$ cat config.mk
export PLATFORM = sky130hd
export DESIGN_NAME = capture_interval_timer
export DESIGN_NICKNAME = d
export VERILOG_FILES = /design/src/timer_pkg.sv /design/src/capture_interval_timer.sv /design/src/capture_noise_filter.sv
export SDC_FILE = /design/constraint.sdc
export NUM_CORES = 1
export LEC_CHECK = 0
export ABC_AREA = 1
export BUFFER_PORTS_ARGS = -buffer_cell sky130_fd_sc_hd__buf_2
export CAP_MARGIN = 25
export CORE_MARGIN = 4
export CORE_UTILIZATION = 59
export DETAILED_ROUTE_END_ITERATION = 8
export PLACE_DENSITY = 0.82
export SYNTH_ARGS = -nofsm -noshare
export SYNTH_HDL_FRONTEND = slang
export SYNTH_HIERARCHICAL = 1
export SYNTH_SLANG_ARGS = --single-unit
$ cat constraint.sdc
create_clock -name clk_i -period 2.49 [get_ports clk_i]
set_input_delay 0.249 -clock clk_i [delete_from_list [all_inputs] [get_ports clk_i]]
set_output_delay 0.249 -clock clk_i [all_outputs]
set_load 0.01 [all_outputs]
$ cat src/timer_pkg.sv
// Summary of operation
// - clock select 00 sys/64, 01 sys/32, 10 sys/2, 11 watch/4; reset 00
// - standby bit in clock stop register: 0 halts timer, 1 runs; resets 1
// - filter shifts input through five latches, updates only when all agree
// - filter samples on system clock when off, selected clock rise when on
// - after reset filter output valid only after five low samples
// - with filter on, capture acts five sampling cycles after pin edge
// - pin select 1 gives capture timer, 0 gives interval timer
// - reset zeroes mode, counter, both captures; counting starts on sys/64
// - rising edge copies count to rise capture, falling edge to fall capture
// - edge chosen by edge select sets request flag; irq out if enabled
// - in capture mode counter clears on edges chosen by clear select
// - capture mode overflow sets high flag if input high, else low flag
// - overflow flag set with overflow enable sets request flag
// - interval mode counts selected clock, wrap FF to 00 sets low flag
// - filter enable change may make an edge, processed as a real one
// - pin select change may make an edge, processed as a real one
// - clear select 00 none, 01 falling, 10 rising, 11 both edges
// - overflow flags clear only by writing 0 after reading 1
// - edge select 0 rising, 1 falling as interrupt source
// - counter is neither readable nor writable by software
package timer_pkg;
    // register addresses on the 16-bit register port
    localparam logic [15:0] MODE_ADDR = 16'hFFBC;
    localparam logic [15:0] FALL_CAP_ADDR = 16'hFFBD;
    localparam logic [15:0] RISE_CAP_ADDR = 16'hFFBE;
    localparam logic [15:0] CLK_STOP_ADDR = 16'hFFFA;
    localparam logic [15:0] PORT_CTRL_ADDR = 16'hFFC0;
    localparam logic [15:0] IRQ_CTRL_ADDR = 16'hFFC1;
    // mode register fields
    localparam int OVERFLOW_HIGH_FLAG_BIT = 7;
    localparam int OVERFLOW_LOW_FLAG_BIT = 6;
    localparam int OVERFLOW_IRQ_ENABLE_BIT = 5;
    localparam int IEDGE_BIT = 4;
    localparam int CLR_RISE_BIT = 3;
    localparam int CLR_FALL_BIT = 2;
    localparam int CKS_HI_BIT = 1;
    localparam int CKS_LO_BIT = 0;
    // other register fields
    localparam int STBY_BIT = 3;
    localparam int PIN_SEL_BIT = 0;
    localparam int FILT_EN_BIT = 1;
    localparam int IRQ_REQ_BIT = 0;
    localparam int IRQ_EN_BIT = 1;
    // reset values and counter maximum
    localparam logic [7:0] MODE_RST = 8'h00;
    localparam logic [7:0] CAP_RST = 8'h00;
    localparam logic [7:0] COUNT_RST = 8'h00;
    localparam logic [7:0] CLK_STOP_RST = 8'hFF;
    localparam logic [7:0] COUNT_MAX = 8'hFF;
    localparam logic [7:0] READ_IDLE = 8'h00;
    // prescaler taps
    localparam int DIV_W = 6;
    localparam int DIV64_TAP = 5;
    localparam int DIV32_TAP = 4;
    localparam int DIV2_TAP = 0;
    localparam int WDIV_TAP = 1;
    // noise filter
    localparam int FILTER_STAGES = 5;
    localparam logic [4:0] FILTER_RST = 5'h1F;
    localparam logic [4:0] FILTER_LOW = 5'h00;
    localparam logic [4:0] FILTER_HIGH = 5'h1F;

    typedef enum logic [1:0] {
        CKS_DIV64 = 2'b00,
        CKS_DIV32 = 2'b01,
        CKS_DIV2 = 2'b10,
        CKS_WATCH4 = 2'b11
    } clk_sel_t;
endpackage : timer_pkg
$ cat src/capture_interval_timer.sv
// Implementation choices: the plain strobed port and the register offsets.
`timescale 1ns/10ps
`default_nettype none
module capture_interval_timer
    import timer_pkg::*;
(
    input wire logic clk_i,
    input wire logic rst_b_i,
    input wire logic watch_clk_i,
    input wire logic capture_pin_i,
    input wire logic [15:0] addr_i,
    input wire logic [7:0] wdata_i,
    input wire logic wr_i,
    input wire logic rd_i,
    output logic [7:0] rdata_o,
    output logic irq_o
);
    // whole block state, registered in one process
    typedef struct packed {
        logic [DIV_W-1:0] div;
        logic [1:0] wsync;
        logic wprev;
        logic [1:0] wdiv;
        logic sel_prev;
        logic [7:0] count;
        logic [7:0] mode;
        logic [7:0] fall_cap;
        logic [7:0] rise_cap;
        logic [7:0] clk_stop;
        logic pin_sel;
        logic filt_en;
        logic irq_req;
        logic irq_en;
        logic arm_high;
        logic arm_low;
        logic cap_prev;
        logic [7:0] rdata;
        logic irq;
    } state_t;

    state_t q;
    state_t d;

    logic rst_meta_q;
    logic rst_n;
    logic run;
    logic sel_clk;
    logic sel_rise;
    logic sel_fall;
    logic sample;
    logic filt_out;
    logic filt_ready;
    logic cap_sig;
    logic rise_edge;
    logic fall_edge;
    logic clr_hit;
    logic ovf;
    logic ovf_high;
    logic ovf_low;
    logic edge_irq;
    logic wr_mode;
    logic wr_stop;
    logic wr_port;
    logic wr_irq;
    logic rd_mode;
    logic clr_high;
    logic clr_low;
    logic [7:0] rd_val;

    // sticky flag update, a set in the same cycle beats the clear
    function automatic logic flag_next(
        input logic cur,
        input logic set,
        input logic clr
    );
        flag_next = set | (cur & ~clr);
    endfunction : flag_next

    // reset release through two flops; assertion stays asynchronous
    always_ff @(posedge clk_i or negedge rst_b_i) begin
        if (!rst_b_i) begin
            rst_meta_q <= 1'b0;
            rst_n <= 1'b0;
        end else begin
            rst_meta_q <= 1'b1;
            rst_n <= rst_meta_q;
        end
    end

    // count clock selection and its edges
    always_comb begin
        run = q.clk_stop[STBY_BIT]; // standby when low
        case (clk_sel_t'(q.mode[CKS_HI_BIT:CKS_LO_BIT]))
            CKS_DIV64: begin
                sel_clk = q.div[DIV64_TAP];
            end
            CKS_DIV32: begin
                sel_clk = q.div[DIV32_TAP];
            end
            CKS_DIV2: begin
                sel_clk = q.div[DIV2_TAP];
            end
            default: begin
                sel_clk = q.wdiv[WDIV_TAP]; // synced watch/4
            end
        endcase
        // a select change that drops the level counts as a falling edge
        sel_rise = run & sel_clk & ~q.sel_prev;
        sel_fall = run & ~sel_clk & q.sel_prev;
        // filter off: every system clock; on: rising edge of count clock
        sample = run & (q.filt_en ? sel_rise : 1'b1);
    end

    capture_noise_filter u_filter (
        .clk_i(clk_i),
        .rst_n_i(rst_n),
        .sample_i(sample),
        .bypass_i(~q.filt_en),
        .din_i(capture_pin_i),
        .dout_o(filt_out),
        .ready_o(filt_ready)
    );

    // capture signal edges and counter events
    always_comb begin
        // pin not selected reads as low, so a select change can make
        // an edge; it is handled like any pin edge
        cap_sig = q.pin_sel & filt_out;
        // filter output switching after an enable change is an edge
        rise_edge = run & filt_ready & cap_sig & ~q.cap_prev;
        fall_edge = run & filt_ready & ~cap_sig & q.cap_prev;
        // clearing only in capture mode
        clr_hit = q.pin_sel & ((rise_edge & q.mode[CLR_RISE_BIT]) |
                               (fall_edge & q.mode[CLR_FALL_BIT]));
        // increments on the falling edge of the count clock
        ovf = sel_fall & ~clr_hit & (q.count == COUNT_MAX);
        ovf_high = ovf & q.pin_sel & cap_sig;
        ovf_low = ovf & ~(q.pin_sel & cap_sig);
        // interrupt edge choice
        edge_irq = q.mode[IEDGE_BIT] ? fall_edge : rise_edge;
    end

    // register port decode
    always_comb begin
        wr_mode = 1'b0;
        wr_stop = 1'b0;
        wr_port = 1'b0;
        wr_irq = 1'b0;
        rd_mode = 1'b0;
        if (addr_i == MODE_ADDR) begin
            wr_mode = wr_i & run; // mode register held in standby
            rd_mode = rd_i;
        end else if (addr_i == CLK_STOP_ADDR) begin
            wr_stop = wr_i;
        end else if (addr_i == PORT_CTRL_ADDR) begin
            wr_port = wr_i;
        end else if (addr_i == IRQ_CTRL_ADDR) begin
            wr_irq = wr_i;
        end
        // a zero write clears only a flag already seen as one
        clr_high = wr_mode & ~wdata_i[OVERFLOW_HIGH_FLAG_BIT] & q.arm_high;
        clr_low = wr_mode & ~wdata_i[OVERFLOW_LOW_FLAG_BIT] & q.arm_low;
    end

    // read mux; the counter has no address
    always_comb begin
        rd_val = READ_IDLE;
        if (addr_i == MODE_ADDR) begin
            rd_val = q.mode;
        end else if (addr_i == FALL_CAP_ADDR) begin
            rd_val = q.fall_cap;
        end else if (addr_i == RISE_CAP_ADDR) begin
            rd_val = q.rise_cap;
        end else if (addr_i == CLK_STOP_ADDR) begin
            rd_val = q.clk_stop;
        end else if (addr_i == PORT_CTRL_ADDR) begin
            rd_val[PIN_SEL_BIT] = q.pin_sel;
            rd_val[FILT_EN_BIT] = q.filt_en;
        end else if (addr_i == IRQ_CTRL_ADDR) begin
            rd_val[IRQ_REQ_BIT] = q.irq_req;
            rd_val[IRQ_EN_BIT] = q.irq_en;
        end
    end

    // next state of the whole block
    always_comb begin
        d = q;
        // prescaler stops in standby
        if (run) begin
            d.div = q.div + 6'h01;
        end
        // watch clock: two flops, only the second is looked at
        d.wsync = {q.wsync[0], watch_clk_i};
        d.wprev = q.wsync[1];
        if (run && q.wsync[1] && !q.wprev) begin
            d.wdiv = q.wdiv + 2'h1;
        end
        d.sel_prev = sel_clk;
        d.cap_prev = cap_sig;

        // counter: clear wins over increment
        if (clr_hit) begin
            d.count = COUNT_RST;
        end else if (sel_fall) begin
            d.count = q.count + 8'h01; // wraps FF to 00
        end

        // edge captures take the count before any clear
        if (rise_edge) begin
            d.rise_cap = q.count;
        end
        if (fall_edge) begin
            d.fall_cap = q.count;
        end

        // software fields of the mode register
        if (wr_mode) begin
            d.mode[OVERFLOW_IRQ_ENABLE_BIT:CKS_LO_BIT] = wdata_i[OVERFLOW_IRQ_ENABLE_BIT:CKS_LO_BIT];
        end
        // overflow flags: hardware set only, software write of 1 ignored
        d.mode[OVERFLOW_HIGH_FLAG_BIT] = flag_next(q.mode[OVERFLOW_HIGH_FLAG_BIT], ovf_high, clr_high);
        d.mode[OVERFLOW_LOW_FLAG_BIT] = flag_next(q.mode[OVERFLOW_LOW_FLAG_BIT], ovf_low, clr_low);

        // a read of a set flag arms its clear; the clear disarms it
        if (clr_high) begin
            d.arm_high = 1'b0;
        end else if (rd_mode && q.mode[OVERFLOW_HIGH_FLAG_BIT]) begin
            d.arm_high = 1'b1;
        end
        if (clr_low) begin
            d.arm_low = 1'b0;
        end else if (rd_mode && q.mode[OVERFLOW_LOW_FLAG_BIT]) begin
            d.arm_low = 1'b1;
        end

        // standby control stays writable so the block can be woken
        if (wr_stop) begin
            d.clk_stop = wdata_i;
        end
        if (wr_port) begin
            d.pin_sel = wdata_i[PIN_SEL_BIT];
            d.filt_en = wdata_i[FILT_EN_BIT];
        end
        if (wr_irq) begin
            d.irq_en = wdata_i[IRQ_EN_BIT];
        end

        // request flag from edges or enabled overflows
        d.irq_req = flag_next(q.irq_req,
                              edge_irq | ((ovf_high | ovf_low) & q.mode[OVERFLOW_IRQ_ENABLE_BIT]),
                              wr_irq & ~wdata_i[IRQ_REQ_BIT]);
        // follows the registered flag and enable, so a read of both agrees with the pin
        d.irq = q.irq_req & q.irq_en;

        // read data stand only in the cycle after the strobe
        d.rdata = rd_i ? rd_val : READ_IDLE;
    end

    // single state register; reset to documented values
    always_ff @(posedge clk_i or negedge rst_n) begin
        if (!rst_n) begin
            q.div <= '0;
            q.wsync <= '0;
            q.wprev <= 1'b0;
            q.wdiv <= '0;
            q.sel_prev <= 1'b0;
            q.count <= COUNT_RST;
            q.mode <= MODE_RST; // sys/64 selected
            q.fall_cap <= CAP_RST;
            q.rise_cap <= CAP_RST;
            q.clk_stop <= CLK_STOP_RST;
            q.pin_sel <= 1'b0;
            q.filt_en <= 1'b0;
            q.irq_req <= 1'b0;
            q.irq_en <= 1'b0;
            q.arm_high <= 1'b0;
            q.arm_low <= 1'b0;
            q.cap_prev <= 1'b0;
            q.rdata <= READ_IDLE;
            q.irq <= 1'b0;
        end else begin
            q <= d;
        end
    end

    // outputs straight from flops
    assign rdata_o = q.rdata;
    assign irq_o = q.irq;
endmodule : capture_interval_timer
`default_nettype wire

$ cat src/capture_noise_filter.sv
`timescale 1ns/10ps
`default_nettype none
module capture_noise_filter
    import timer_pkg::*;
(
    input wire logic clk_i,
    input wire logic rst_n_i,
    input wire logic sample_i,
    input wire logic bypass_i,
    input wire logic din_i,
    output logic dout_o,
    output logic ready_o
);
    typedef struct packed {
        logic [FILTER_STAGES-1:0] stages;
        logic out;
        logic ready;
    } filt_state_t;

    filt_state_t q;
    filt_state_t d;

    // shift on each sample, match detector decides the output
    always_comb begin
        d = q;
        if (sample_i) begin
            d.stages = {q.stages[FILTER_STAGES-2:0], din_i};
            if (d.stages == FILTER_LOW) begin
                d.ready = 1'b1;
            end
            if (bypass_i) begin
                d.out = din_i; // per-clock sampling, no match wait
            end else if (d.stages == FILTER_HIGH) begin
                d.out = 1'b1;
            end else if (d.stages == FILTER_LOW) begin
                d.out = 1'b0;
            end
        end
    end

    // latches start high so five low samples are needed
    always_ff @(posedge clk_i or negedge rst_n_i) begin
        if (!rst_n_i) begin
            q.stages <= FILTER_RST;
            q.out <= 1'b0;
            q.ready <= 1'b0;
        end else begin
            q <= d;
        end
    end

    assign dout_o = q.out;
    assign ready_o = q.ready;
endmodule : capture_noise_filter
`default_nettype wire

* Word level (Yosys, flattened, before mapping)
Index checks and enable logic that the tools add are counted.
Operators by class: $add $sub $neg 3, equal/unequal tests 11, muxes and demuxes 31, bitwise logic cells 49, reductions and logical operators 12
Operators with widths (count):
- 16-bit equality test (second input constant) | 6
- 8-bit two-way mux | 6
- 1-bit bitwise AND | 31
- 1-bit two-way mux | 20
- 1-bit inverter | 12
- 8-bit by 1-bit adder with 8-bit output (second input constant) | 1
- 8-bit equality test (second input constant) | 1
- 6-bit by 1-bit adder with 6-bit output (second input constant) | 1
- 2-bit two-way mux | 3
- 6-bit two-way mux | 1
- 1-bit bitwise OR | 6
- 2-bit nonzero test | 3
- 5-bit equality test (second input constant) | 1
- 5-bit logical NOT | 1
- 1-bit logical AND | 4
- 2-bit AND reduction | 2
- 3-bit by 1-bit != test with 1-bit output (second input constant) | 1
- 1-bit one-hot mux with 3 select lines | 1
- 2-bit by 1-bit adder with 2-bit output (second input constant) | 1
- 2-bit by 1-bit equality test with 1-bit output (second input constant) | 1
- 2-bit equality test (second input constant) | 1
- 2-bit logical NOT | 1
- 1-bit logical NOT | 1
Storage, ports and cells: register bits 76, input port bits 30, output and inout port bits 9, word-level logic and storage cells 131

* Depth between registers and ports, before layout
word-level depth 16, gate-level depth with buffers 11, depth with buffers taken out 11

* By module
Netlist, hierarchy kept.
Modules (own cells, without submodules):
- capture_interval_timer | times used 1, cells an instance 407, area each 3463.3 um2, sequential area each 1761.7 um2
- capture_noise_filter | times used 1, cells an instance 32, area each 269.0 um2, sequential area each 155.1 um2

* Least setup slack after synthesis
Ideal clock, no wire load.
path kind register -> register, start point register q[19] in the netlist's numbering, end point register u_filter.q, in the netlist u_filter/dout_o, setup time 0.116 ns, arrival time 1.413 ns, required time 2.374 ns, slack 0.960 ns, stages on the path, launching flop included 9, path buffers 1, period minus slack after synthesis 1.530 ns, cells stage by stage dfstp_2 -> buf_2 -> inv_1 -> a21oi_1 -> inv_2 -> nor2_2 -> nand3_2 -> nand2_1 -> nand2_1
On the way: longest elaborated chain between the ends 5
RTL lines:
- start: declaration | line capture_interval_timer.sv:41 | state_t q;
- 1-bit bitwise AND (2 in series) | line capture_interval_timer.sv:108 | sel_rise = run & sel_clk & ~q.sel_prev;
- 1-bit two-way mux | line capture_interval_timer.sv:111 | sample = run & (q.filt_en ? sel_rise : 1'b1);
- 1-bit bitwise AND (*) | line capture_interval_timer.sv:111
- named net sample | line capture_interval_timer.sv:50 | logic sample;
- 2-bit AND reduction (no line) (*)
- end: declaration | line capture_noise_filter.sv:20 | filt_state_t q;
The timed path passes the listed nets; every way through them passes the cells marked *. A chain may end at the register's enable or synchronous reset.

==> flow_summary.yaml <==
sta:
  setup_viol: 0
  max_freq_mhz: 532
  min_period_over_period: 0.754
  layout_min_cycle_time_ns: 1.88
  timing.final.ws_setup_ns: 0.612
  slew_violations: 0
  fin_worst_skew_ns: 0.00907
  finalHoldViolCount: 0
  worst_pin_slew_ns: 0.579
  rsz0062_at_grt: "false"
  slew_headroom: 0.614
  finalSetupTns_ns: 0
worst_hold_path:
  hp-class: "input port to flop"
  min_from: "wdata_i[7]"
  hold_depth: 3
  whs_endpoint: "q[23]"
logic_synthesis:
  synth_mux_area_frac: 0
  synth_area_leaders: "dfrtp_1, nand2_1, dfstp_2, inv_1, nor2_1"
  synth_fp_nets: 471
  synthArstFlopShare: 1.00
  synth_compound_area_frac: 0.0905
  synth_top_cell_area_share: 0.429
  synth_edf_count: 0
  synth-seq-cells: 76
  ys.flop_type: "dfrtp_1"
  syn_inst: 439
  synth-xor-area-share: 0.0141
  synth_top_family_by_area: "simple AND/OR/NAND/NOR gates"
  synth_top_area_cell: "dfrtp_1"
  synth_warnings: 6
  synth_area_per_cell_um2: 8.50
  syn_area_um2: 3730
  yosys.cell_types.count: 36
  synth-adder-area-share: 0.00670
  ys_seq_area_frac: 0.514
  yosys.area_share.simple: 0.287
die:
  fp.dieW_um: 87.5
  pin_count: 39
  die_height_um: 87.5
  rows: 28
  die-area_um2: 7660
  initial_utilization: 0.619
  core-area_um2: 6030
worst_setup_path:
  timing.rr.end: "q[46]"
  cpMaxStageDelayCell: "dfstp_2"
  reg2reg_slack_ns: 0.61
  arrival_ns: 2.11
  crit_top_cell: "nand2_1"
  crit_path_max_incr_delay_ns: 0.65
  end_kind: "flop"
  critical_path_buf_inv_count: 2
  start_kind: "flop"
  critPathTopFamily: "simple AND/OR/NAND/NOR gates"
  worstPathCellList: "nand2_1 > inv_1 > nand2_2 > inv_2 > nand2_1 > o21ai_1 > nand2_1 > nand3_1 > o21ai_1"
  r2r_cells: 9
  r2r_start: "q[19]"
  critPathRequiredTime_ns: 2.73
  cp_max_fo: 17
  critPathKind: "flop to flop"
route:
  drt-initial-drc-count: 170
  viasPerCell: 5.32
  first_pass_iters: 4
  num_vias: 2964
  drtAntennaViolNets: 0
  wl_per_cell_um: 13.7
  drc: 0
  wirelength_um: 7630
cells_and_area:
  drive_gt1_frac: 0.237
  final_nets: 509
  synthToLayoutAreaGrowth_pct: 12.0
  final_common_cell: "nand2_1"
  final_cell_mix: "nand2_1, dfrtp_1, inv_1, buf_2, nor2_1"
  diodes: 0
global_routing:
  grt_usage: 0.224
  grt_pass1_vias: 2919
  overflow: 0
  antenna_found_initial: 0
  grt_max_degree: 50
  grt_pass1_wl_um: 13100
clock_network:
  cts-root-buf: "clkbuf_8"
  clockBufferDepth: 2
  path_clk_slew_ns: 0.07
  cts.sinks: 76
  cts_tree: "done"
  ctsHtreeMaxLevel: 3
  numCtsBuffers: 9
  clkLatencyLatePin_ns: 0.35
place:
  hpwl_um: 5620
  routabilityCongestion: 0.859
  io_buffers: 38
  place_ws_ns: 0.619
power:
  ir_drop_uv: 394
  leakagePower_uw: 0.00225
  power_density_nw_per_um2: 573
job:
  max_cap_violations: 0
outcome:
  status: "completed"
[cell type report]
class / count / area, um^2
clock buffers: 12 / 155
repair buffers: 42 / 238
well taps: 75 / 93.8
inverters: 54 / 210
clock inverters: 4 / 72.6
multi-input cells: 294 / 1490
fillers: 478 / 1850
flip-flops and latches: 76 / 1920
[worst min-delay path, cell delays in order]
cell and delay (ns):
buf_2 0.10, inv_1 0.07, o21ai_2 0.06
[power breakdown]
group	internal [uW]	total, uW	switching [uW]
Clock	618	1060	438
Combinational	31.1	88.0	56.8
Sequential	1240	1250	9.60
Total	1890	2390	505
[synth_stat cells, types with 7 or more instances]
master and n:
nor2_1 35, o21ai_2 11, nand3_1 26, o21ai_1 11, inv_1 44, o21ai_0 24
nand2_2 7, dfrtp_1 64, dfstp_2 12, inv_2 8, nand2_1 131, buf_4 9
[registers in the layout (all words and copies together) (netlist names)]
name,cells
rst_n,1
rdata_o,8
irq_o,1
q,57
u_filter/dout_o,1
rst_meta_q,1
d,2
u_filter/ready_o,1
u_filter/q,4
[metrics by stage]
step / util / instances / power (uW) / cell area [um^2] / hold slack (ns)
2_1_floorplan: - / 439 / 1310 / 3730 / -0.0466
3_3_place_gp: 0.652 / 539 / 1360 / 3930 / 0.0339
3_5_place_dp: 0.652 / 539 / 1360 / 3930 / 0.0363
4_1_cts: 0.694 / 557 / 2410 / 4180 / 0.125
5_1_grt: 0.694 / 557 / 2470 / 4180 / 0.145
6_report: 0.694 / 557 / 2390 / 4180 / 0.132
[kinds of logic after synthesis]
group	Yosys count
adders and majority gates	2
xor gates and xnor gates	6
and+or+nand+nor	228
buffers and inverters	69
AOI/OAI and AO/OA	57
other	1
DFF	76
[how the worst max path moves through the flow]
stage | cells past startpoint | slack [ns] | end | startpoint
floorplan | 0 | 0.24 | d[59] | rst_n
global placement | 8 | 0.73 | q[53] | q[19]
detailed placement | 9 | 0.62 | q[46] | q[19]
CTS | 9 | 0.61 | q[46] | q[19]
global route | 10 | 0.45 | u_filter/dout_o | q[40]
finish | 9 | 0.61 | q[46] | q[19]
[metal layers]
layer / vias to the layer above / routed length, um / GRT usage
li1: 1449 / - / -
met1: 1411 / 3390 / 0.287
met2: 88 / 3590 / 0.364
met3: 16 / 472 / 0.0461
met4: 0 / 178 / 0.106
met5: - / 0 / 0
[timing repair]
action / in CTS / in global routing
hold buffers: 2 / 0
resized for setup: 0 / 0
endpoints found under the hold margin: 3 / 0
buffers inserted: 0 / 0
(Power assumes the default switching activity.)
